`src/inc/srw_defs.svh`:
```
`ifndef SRW_DEFS_SVH
`define SRW_DEFS_SVH

// Clock rate in kHz, used to turn printed times into cycle counts
`define SRW_CLK_KHZ 25000
// Reset hold after the last cause clears, in milliseconds
`define SRW_RST_HOLD_MS 215
// Watchdog expiry from the last clear, in milliseconds (1.5 s)
`define SRW_WD_EXPIRY_MS 1500
// Derived cycle counts; both are whole numbers at 25 MHz
`define SRW_RST_HOLD_CYC (`SRW_RST_HOLD_MS * `SRW_CLK_KHZ)
`define SRW_WD_EXPIRY_CYC (`SRW_WD_EXPIRY_MS * `SRW_CLK_KHZ)
// Counter width, enough for the longer of the two counts
`define SRW_CNT_W 26
// Reset value of the synchroniser stages for each pin
`define SRW_PIN_RST 4'hF

`endif

```
`src/inc/srw_pkg.sv`:
```
package srw_pkg;

	// Pins from outside the clock domain, kept together through the synchroniser
	typedef struct packed {
		logic supply_ok;
		logic manual_reset_in_low;
		logic watchdog_strobe_in;
		logic strobe_driven;
	} srw_pins_t;

	// Reset sequencing states
	typedef enum logic [1:0] {
		SRW_ST_CAUSE = 2'b00,
		SRW_ST_HOLD = 2'b01,
		SRW_ST_RUN = 2'b10
	} srw_state_t;

endpackage

```
`src/logic/srw_sync.sv`:
```
`timescale 1ns/10ps
`include "srw_defs.svh"

module srw_sync
	import srw_pkg::*;
#(
	parameter int W = 4
) (
	input wire logic clk_i,
	input wire logic sys_rst_i,
	input wire logic [W-1:0] async_i,
	output logic [W-1:0] stable_o
);

	logic [W-1:0] s1_r, s2_r, s3_r, stable_r;
	logic [W-1:0] stable_nxt;

	////////////////////////////////////////////////////////////////////////
	// A bit only changes once stages two and three agree; stage one is
	// read by stage two alone, so metastability never reaches the compare
	genvar g;
	generate
		for (g = 0; g < W; g++) begin : g_bit
			always_comb begin
				stable_nxt[g] = (s2_r[g] == s3_r[g]) ? s3_r[g] : stable_r[g];
			end
		end
	endgenerate

	// Stage registers; reset to the idle level of every pin
	always_ff @(posedge clk_i) begin
		if (sys_rst_i) begin
			s1_r <= W'(`SRW_PIN_RST);
			s2_r <= W'(`SRW_PIN_RST);
			s3_r <= W'(`SRW_PIN_RST);
			stable_r <= W'(`SRW_PIN_RST);
		end else begin
			s1_r <= async_i;
			s2_r <= s1_r;
			s3_r <= s2_r;
			stable_r <= stable_nxt;
		end
	end

	assign stable_o = stable_r;

endmodule

```
`src/logic/srw_top.sv`:
```
// Contract
// - Assert reset on low supply, manual reset low, or watchdog expiry.
// - After all causes clear, keep reset asserted a full hold period.
// - Hold period is 215 ms, applied after every cause releases.
// - Manual reset is active low, level sensitive, plus one hold period.
// - Strobe constant longer than expiry period causes one hold-period reset.
// - Watchdog expiry is 1.5 s measured from the last clear.
// - Strobe edges and asserted reset clear the watchdog; host must toggle.
// - Undriven strobe disables the watchdog; host floats it to disable.
// - Active-high output mirrors the active-low one under the same causes.
`timescale 1ns/10ps
`include "srw_defs.svh"

module srw_top
	import srw_pkg::*;
#(
	parameter int HOLD_CYC = `SRW_RST_HOLD_CYC,
	parameter int WD_CYC = `SRW_WD_EXPIRY_CYC
) (
	input wire logic clk_i,
	input wire logic sys_rst_i,
	input wire logic supply_ok_i,
	input wire logic manual_reset_in_low_i,
	input wire logic watchdog_strobe_in_i,
	input wire logic strobe_driven_i,
	output logic reset_out_low_active_o,
	output logic reset_out_high_active_o,
	output logic reset_od_o,
	output logic reset_od_oe_o
);

	localparam int CW = `SRW_CNT_W;
	localparam logic [CW-1:0] HOLD_LAST = CW'(HOLD_CYC - 1);
	localparam logic [CW-1:0] WD_LAST = CW'(WD_CYC - 1);

	srw_pins_t pins_raw, pins;
	srw_state_t state_r, state_nxt;
	logic [CW-1:0] hold_cnt_r, hold_cnt_nxt;
	logic [CW-1:0] wd_cnt_r, wd_cnt_nxt;
	logic strobe_prev_r, strobe_prev_nxt;
	logic rst_act_r, rst_act_nxt;
	logic level_cause, strobe_edge, wd_expire;

	////////////////////////////////////////////////////////////////////////
	// Pin synchronisers
	always_comb begin
		pins_raw.supply_ok = supply_ok_i;
		pins_raw.manual_reset_in_low = manual_reset_in_low_i;
		pins_raw.watchdog_strobe_in = watchdog_strobe_in_i;
		pins_raw.strobe_driven = strobe_driven_i;
	end

	srw_sync #(
		.W($bits(srw_pins_t))
	) u_sync (
		.clk_i(clk_i),
		.sys_rst_i(sys_rst_i),
		.async_i(pins_raw),
		.stable_o(pins)
	);

	////////////////////////////////////////////////////////////////////////
	// Cause decode
	// cause terms
	assign level_cause = !pins.supply_ok || !pins.manual_reset_in_low;
	assign strobe_edge = pins.watchdog_strobe_in != strobe_prev_r;
	// expiry only when running, driven and no edge this cycle
	assign wd_expire = (state_r == SRW_ST_RUN) && pins.strobe_driven && !strobe_edge
		&& (wd_cnt_r == WD_LAST);

	////////////////////////////////////////////////////////////////////////
	// Reset sequencer: a cause sends us to CAUSE; HOLD only ends after the
	// full count, so a cause that returns mid-hold restarts the whole period
	always_comb begin
		state_nxt = state_r;
		hold_cnt_nxt = hold_cnt_r;
		unique case (state_r)
			SRW_ST_RUN: begin
				if (level_cause || wd_expire) begin
					state_nxt = SRW_ST_CAUSE;
				end
			end
			SRW_ST_CAUSE: begin
				// stay while supply is low or manual reset is held low
				if (!level_cause) begin
					state_nxt = SRW_ST_HOLD;
				end
				hold_cnt_nxt = '0;
			end
			SRW_ST_HOLD: begin
				if (level_cause) begin
					state_nxt = SRW_ST_CAUSE;
					hold_cnt_nxt = '0;
				end else if (hold_cnt_r == HOLD_LAST) begin
					state_nxt = SRW_ST_RUN;
					hold_cnt_nxt = '0;
				end else begin
					hold_cnt_nxt = hold_cnt_r + 1'b1;
				end
			end
			default: begin
				state_nxt = SRW_ST_CAUSE;
				hold_cnt_nxt = '0;
			end
		endcase
		// one internal level feeds every output polarity
		rst_act_nxt = state_nxt != SRW_ST_RUN;
	end

	// Sequencer registers; reset comes up asserted
	always_ff @(posedge clk_i) begin
		if (sys_rst_i) begin
			state_r <= SRW_ST_CAUSE;
			hold_cnt_r <= '0;
			rst_act_r <= 1'b1;
		end else begin
			state_r <= state_nxt;
			hold_cnt_r <= hold_cnt_nxt;
			rst_act_r <= rst_act_nxt;
		end
	end

	////////////////////////////////////////////////////////////////////////
	// Watchdog counter; a floating strobe pin would toggle at random, so
	// the counter is held at zero rather than trusting the level
	always_comb begin
		strobe_prev_nxt = pins.watchdog_strobe_in;
		// held clear during reset
		// Also cleared on the edge that asserts reset, so no count leaks into it
		if (state_r != SRW_ST_RUN || state_nxt != SRW_ST_RUN) begin
			wd_cnt_nxt = '0;
		end else if (!pins.strobe_driven) begin
			wd_cnt_nxt = '0;
		end else if (strobe_edge || wd_expire) begin
			wd_cnt_nxt = '0;
		end else begin
			wd_cnt_nxt = wd_cnt_r + 1'b1;
		end
	end

	// Watchdog registers
	always_ff @(posedge clk_i) begin
		if (sys_rst_i) begin
			wd_cnt_r <= '0;
			strobe_prev_r <= 1'b1;
		end else begin
			wd_cnt_r <= wd_cnt_nxt;
			strobe_prev_r <= strobe_prev_nxt;
		end
	end

	////////////////////////////////////////////////////////////////////////
	// Output pins, all straight from flops
	logic out_low_r, out_high_r, od_oe_r;

	// mirrored polarities; open-drain only pulls low
	always_ff @(posedge clk_i) begin
		if (sys_rst_i) begin
			out_low_r <= 1'b0;
			out_high_r <= 1'b1;
			od_oe_r <= 1'b1;
		end else begin
			out_low_r <= !rst_act_nxt;
			out_high_r <= rst_act_nxt;
			od_oe_r <= rst_act_nxt;
		end
	end

	// Open-drain data is a constant low flop, enable carries the reset
	logic od_data_r;
	always_ff @(posedge clk_i) begin
		od_data_r <= 1'b0;
	end

	assign reset_out_low_active_o = out_low_r;
	assign reset_out_high_active_o = out_high_r;
	assign reset_od_o = od_data_r;
	assign reset_od_oe_o = od_oe_r;
endmodule

```
`config.mk`:
```
export PLATFORM = sky130hd
export DESIGN_NAME = srw_top
export DESIGN_NICKNAME = d
export VERILOG_FILES = /design/src/inc/srw_pkg.sv /design/src/logic/srw_sync.sv /design/src/logic/srw_top.sv
export VERILOG_INCLUDE_DIRS = /design/src /design/src/inc
export SDC_FILE = /design/constraint.sdc
export NUM_CORES = 1
export LEC_CHECK = 0
export BUFFER_PORTS_ARGS = -buffer_cell sky130_fd_sc_hd__buf_2
export CELL_PAD_IN_SITES_DETAIL_PLACEMENT = 0
export CELL_PAD_IN_SITES_GLOBAL_PLACEMENT = 1
export CORE_MARGIN = 2
export CORE_UTILIZATION = 47
export CTS_BUF_LIST = sky130_fd_sc_hd__clkbuf_16
export CTS_CLUSTER_SIZE = 10
export DETAILED_ROUTE_END_ITERATION = 7
export PLACE_DENSITY_LB_ADDON = 0.05
export SLEW_MARGIN = 20
export SYNTH_ARGS = -nofsm -noshare
export SYNTH_HDL_FRONTEND = slang
export SYNTH_SLANG_ARGS = --single-unit
```
`constraint.sdc`:
```
create_clock -name clk_i -period 2.5 [get_ports clk_i]
set_input_delay 0.5 -clock clk_i [delete_from_list [all_inputs] [get_ports clk_i]]
set_output_delay 0.5 -clock clk_i [all_outputs]
set_load 0.01 [all_outputs]
```
-- After elaboration in Yosys (flattened, before gate mapping)
Index checks and enable logic that the tools add are counted.
- word-level logic and storage cells: 48
- output and inout port bits: 4
- bits in registers: 73
- bits of input ports: 6
- reduce and logical (&&, ||, !) cells: 13
- mux-type cells: 8
- equality and inequality tests: 11
- $add $sub $neg: 2
- bitwise gates (word level): 1
- operators by type and width (kind ; count):
    $add A26 B1 Y26 const B ; 2
    $mux W26 ; 2
    $pmux W26 S2 ; 1
    $eq A26 B23 Y1 const B ; 1
    $eq A26 B26 Y1 const B ; 1
    $mux W2 ; 4
    $pmux W2 S3 ; 1
    $eq A1 B1 Y1 ; 4
    $logic_not A1 Y1 ; 4
    $logic_or A1 B1 Y1 ; 4
    $ne A2 B2 Y1 const B ; 2
    $reduce_or A4 Y1 ; 1
    $logic_and A1 B1 Y1 ; 3
    $eq A2 B1 Y1 const B ; 1
    $eq A2 B2 Y1 const B ; 1
    $logic_not A2 Y1 ; 1
    $ne A1 B1 Y1 ; 1
    $not A1 Y1 ; 1

-- Longest topological paths before layout
- depth after elaboration: 10
- mapped depth: 8
- gate-level depth less buffers: 6

-- Hierarchy
Synthesis repeated with hierarchy kept, for this count alone.
- cells, all modules: 335
- area, all modules: 3118.0 µm²
- modules (own cells, without submodules) (module ; area each (µm²) ; sequential area each (µm²) ; instances ; cells each):
    srw_top ; 2646.3 ; 1141.1 ; 1 ; 294
    srw_sync ; 471.7 ; 320.3 ; 1 ; 41

-- Least setup slack after synthesis
No wires, ideal clock.
- kind: register to register
- start: reg wd_cnt_r[0]
- end: reg wd_cnt_r[14]
- setup time: 0.064 ns
- stages on the path, launching flop included: 9
- required time: 2.436 ns
- period minus slack after synthesis: 1.809 ns
- arrival time: 1.745 ns
- path buffers: 2
- slack: 0.691 ns
- cell sequence: dfxtp_1 > ha_1 > and4_1 > nand4_1 > nor3_1 > or4_1 > clkbuf_1 > buf_2 > nor2_1
- cells in the longest elaborated chain, start to end: 8
- elaborated cells on any way between the ends: 10
- those cells by class: add/sub (1); eq/ne (2); mux (2); reduce/logical (5)
- RTL lines (what ; line ; RTL):
    start, declared ; srw_top.sv:39 ; logic [CW-1:0] wd_cnt_r, wd_cnt_nxt;
    start signal, assigned ; srw_top.sv:147 ; wd_cnt_r <= wd_cnt_nxt;
    $eq A26 B26 Y1 ; srw_top.sv:69 ; && (wd_cnt_r == WD_LAST);
    $logic_and A1 B1 Y1 ; srw_top.sv:69 ;
    $logic_or A1 B1 Y1 ; srw_top.sv:79 ; if (level_cause || wd_expire) begin
    $mux W2 ; srw_top.sv:79 ;
    $pmux W2 S3 ; srw_top.sv:77 ; unique case (state_r)
    $ne A2 B2 Y1 ; srw_top.sv:130 ; if (state_r != SRW_ST_RUN || state_nxt != SRW_ST_RUN) begin
    $logic_or A1 B1 Y1 ; srw_top.sv:130 ;
    $reduce_or A4 Y1 (no source line) ; -- ;
Parallel ways exist; a longest one is shown, timed or not.
A chain may end at the register's enable or synchronous reset.

-- Worst setup path in the final report
- start: reg hold_cnt_r[3]
- end: reg hold_cnt_r[24]
- cells in the longest elaborated chain, start to end: 4
- elaborated cells on any way between the ends: 5
- those cells by class: add/sub (1); eq/ne (1); mux (3)
- RTL lines (what ; line ; RTL):
    start, declared ; srw_top.sv:38 ; logic [CW-1:0] hold_cnt_r, hold_cnt_nxt;
    start signal, assigned ; srw_top.sv:118 ; hold_cnt_r <= hold_cnt_nxt;
    $add A26 B1 Y26 / $eq A26 B23 Y1 (equally long branches) ; srw_top.sv:98, srw_top.sv:94 ;
    $mux W26 * ; srw_top.sv:94 ; end else if (hold_cnt_r == HOLD_LAST) begin
    $mux W26 * ; srw_top.sv:91 ; if (level_cause) begin
    $pmux W26 S2 * ; srw_top.sv:77 ;
Mark *: on every way between the ends. The rest lies on a longest branch, timed or not.

==> impl_metrics.tcl <==
set metrics [dict create \
    p_leak_nw 1.23 \
    post-route-period-util_pct 76.3 \
    p_seq_share_pct 47.1 \
    tns_ns 0 \
    coreArea_um2 6420 \
    route.detailed.drc 0 \
    die_w_um 85.9 \
    synth_cells 350 \
    drt_wl_total_mm 5.71 \
    synth_fp_nets 358 \
    timing.hold.ws_ns 0.346 \
    fp.dieH_um 85.9 \
    cts_resized 0 \
    crit_type "register to register" \
    grtUsageTotal_pct 17.0 \
    viasPerCell 5.17 \
    crit_cells 5 \
    status "finished, final reports clean" \
    cts_max_path_buffers 2 \
    area_growth_pct 12.7 \
    rows 29 \
    num_vias 2289 \
    place_congestion 0.760 \
    avgRoutedWirePerCell_um 12.9 \
    cts_setup_buffers 0 \
    crit_required_ns 2.72 \
    cp-end-kind "register" \
    cts_tree "built" \
    skew_ns 0.00590 \
    hpwl_mm 3.69 \
    drt_iter0_drc 61 \
    wl_met3_um 142 \
    r2r_end "hold_cnt_r[24]$_SDFFE_PP0P_" \
    hp-class "input port to register" \
    top_level_ports 10 \
    reg2reg_depth 5 \
    power.internal_mw 1.97 \
    clkPwrFrac_pct 51.6 \
    antenna_found_initial 0 \
    cp_slowest_stage_delay_ns 0.40 \
    cp-startpoint "hold_cnt_r[3]$_SDFFE_PP0P_" \
    worst-path-buf-inv 0 \
    power.density_nw_per_um2 704 \
    setup_viol 0 \
    die_area_um2 7390 \
    route.antenna.remaining_nets 0 \
    cts-root-buf "clkbuf_16" \
    cts_buffers 9 \
    slew_headroom_pct 62.6 \
    cpMaxStageDelayCell "nor4_1" \
    rrSetupSlack_ns 0.59 \
    clk_latency_ns 0.33 \
    cts_sinks 73 \
    cts.htree.levels 3 \
    p_sw_share_pct 21.4 \
    clock.fmax_mhz 524 \
    cp.arrival_ns 2.13 \
    first_pass_iters 4 \
    drv_cap 0 \
    grt_max_degree 27 \
    io_buffer_count 8 \
    finalHoldViolCount 0 \
    synth.distinct_cells 42 \
    rsz0062_at_grt "no" \
    grt_pass1_wl_mm 9.82 \
    n_antenna_cell 0 \
    crit_chain "nor4_1 -> nand3_1 -> o21ai_0 -> and3b_1 -> o22a_1" \
    syn_area_per_cell_um2 9.02 \
    synth_seq_cells 73 \
    r2r_start "hold_cnt_r[3]$_SDFFE_PP0P_" \
    drive_above_1_share_pct 13.9 \
    nets 369 \
    ir_worst_vdd_mv 0.357 \
    yosys_warnings 0 \
    tightest_slew_ns 0.556 \
    grt_pass1_vias 2122 \
    start_util_pct 49.1 \
    met1_length_mm 2.87 \
    min_period_ns 1.91 \
    hold_buffers 0 \
    p_sw_mw 0.535 \
    cp_max_fo 6 \
    synth.yosys.seq_area_share_pct 46.3 \
    cp-endpoint "hold_cnt_r[24]$_SDFFE_PP0P_" \
    gr-total-overflow 0 \
    syn_area_um2 3160 \
    cts.reportedPaths.clkPinSlew_ns 0.06 \
    crit_family "simple AND/OR/NAND/NOR gates" \
    cp-start-kind "register" \
    highest_layer "met4" \
    wl_met2_mm 2.60 \
    combPwrFrac_pct 1.3 \
    final_max_slew_viol_count 0 \
]
-- synth_stat cells, drive strengths merged --
| library cell | instances | area, µm² |
|---|---|---|
| dfxtp | 73 | 1460 |
| nor2 | 64 | 245 |
| xnor2 | 28 | 245 |
| nand2 | 25 | 93.8 |
| xor2 | 20 | 175 |
| nand3 | 15 | 75.1 |
| nand4 | 15 | 106 |
| or2 | 14 | 87.6 |
| nor3 | 13 | 65.1 |
| and3 | 12 | 75.1 |
| nor4 | 11 | 126 |
| a21oi | 9 | 45.0 |
| buf | 7 | 46.3 |
| inv | 5 | 18.8 |
| clkbuf | 4 | 15.0 |
| o21bai | 4 | 30.0 |
| nor2b | 3 | 18.8 |
| nor4b | 3 | 26.3 |
| o21ai | 3 | 15.0 |
| a21o | 2 | 15.0 |
| and2 | 2 | 12.5 |
| and4 | 2 | 17.5 |
| ha | 2 | 25.0 |
| o22a | 2 | 17.5 |
| or3 | 2 | 17.5 |
| a211oi | 1 | 7.51 |
| and3b | 1 | 8.76 |
| and4b | 1 | 10.0 |
| conb | 1 | 3.75 |
| nand2b | 1 | 6.26 |
| nand3b | 1 | 7.51 |
| nor4bb | 1 | 10.0 |
| o2111ai | 1 | 8.76 |
| o41ai | 1 | 8.76 |
| or4 | 1 | 7.51 |
-- worst reg2reg max path: cells and delay by family (launching register included) --
| kind | cells | cell delay [ns] |
|---|---|---|
| simple gates | 3 | 0.85 |
| compound gates | 2 | 0.59 |
| flops | 1 | 0.37 |
-- worst min path at each step --
stage / from / end / slack (ns) / depth (start not counted)
3_3_place_gp: u_sync.s1_r[0]$_SDFF_PP1_ / u_sync.s2_r[0]$_SDFF_PP1_ / 0.39 / 1
6_report: supply_ok_i / u_sync.s1_r[3]$_SDFF_PP1_ / 0.35 / 2
4_1_cts: strobe_driven_i / u_sync.s1_r[0]$_SDFF_PP1_ / 0.34 / 2
3_5_place_dp: u_sync.s1_r[2]$_SDFF_PP1_ / u_sync.s2_r[2]$_SDFF_PP1_ / 0.39 / 1
5_1_grt: strobe_driven_i / u_sync.s1_r[0]$_SDFF_PP1_ / 0.33 / 2
2_1_floorplan: u_sync.s1_r[0]$_SDFF_PP1_ / u_sync.s2_r[0]$_SDFF_PP1_ / 0.39 / 1
-- state kept, by name, summed over array words and instances, names as in the netlist --
signal,count
reset_od_oe_o,1
strobe_prev_r,1
u_sync.s3_r,4
u_sync.s1_r,4
reset_out_low_active_o,1
u_sync.stable_o,4
state_r,2
wd_cnt_r,26
hold_cnt_r,26
u_sync.s2_r,4
-- per-stage QoR --
step / std cells / setup WS (ns) / util (%) / instance area [µm²] / power [mW]
after floorplan: 350 / 0.691 / - / 3160 / 1.23
after global placement: 427 / 0.581 / 50.7 / 3250 / 1.24
after detailed placement: 427 / 0.547 / 50.7 / 3250 / 1.24
after CTS: 443 / 0.577 / 55.4 / 3560 / 2.54
after global routing: 443 / 0.418 / 55.4 / 3560 / 2.60
final: 443 / 0.591 / 55.4 / 3560 / 2.50
-- routing by layer --
layer / vias to the layer above / track usage (%)
li1: 1207 / -
met1: 1045 / 20.9
met2: 27 / 27.5
met3: 10 / 5.20
met4: 0 / 7.36
met5: - / 0
-- cells by family (layout without fill, tap and decap cells) --
logic type / after synthesis / count (layout) / synth area share [%]
and+or+nand+nor: 187 / 187 / 32.2
buffers and inverters: 16 / 32 / 2.54
adders and majority gates: 2 / 2 / 0.793
AOI/OAI and AO/OA: 23 / 23 / 4.68
DFF: 73 / 73 / 46.3
other: 1 / 1 / 0.119
xor gates and xnor gates: 48 / 48 / 13.3
-- power by group through the flow --
stage	combinational, mW	clock [mW]	sequential (mW)
after floorplan	0.0269	0	1.20
after global placement	0.0339	0	1.20
after detailed placement	0.0345	0	1.21
after CTS	0.0345	1.33	1.18
after global routing	0.0379	1.38	1.18
final	0.0336	1.29	1.18
-- final cells by class --
class / count / area (µm²)
Tap cell: 77 / 96.3
Clock inverter: 7 / 78.8
Multi-Input combinational cell: 261 / 1610
Timing Repair Buffer: 11 / 62.6
Clock buffer: 9 / 225
Fill cell: 597 / 2870
Inverter: 5 / 18.8
Sequential cell: 73 / 1460
-- cells in the final DEF (no fill, tap or decap), types with 2 or more instances in the layout --
master,count
a21o_1,2
a21oi_1,9
and2_1,2
and3_1,12
and4_1,2
buf_2,8
buf_4,3
clkbuf_16,9
clkinvlp_4,3
dfxtp_1,73
ha_1,2
inv_1,5
inv_6,2
nand2_1,25
nand3_1,15
nand4_1,13
nand4_2,2
nor2_1,62
nor2_2,2
nor2b_1,3
nor3_1,13
nor4_1,6
nor4_2,2
nor4_4,3
nor4b_1,3
o21ai_0,3
o21bai_1,4
o22a_1,2
or2_2,14
xnor2_1,28
xor2_1,20
No activity file was read; power rests on OpenSTA's default activity.
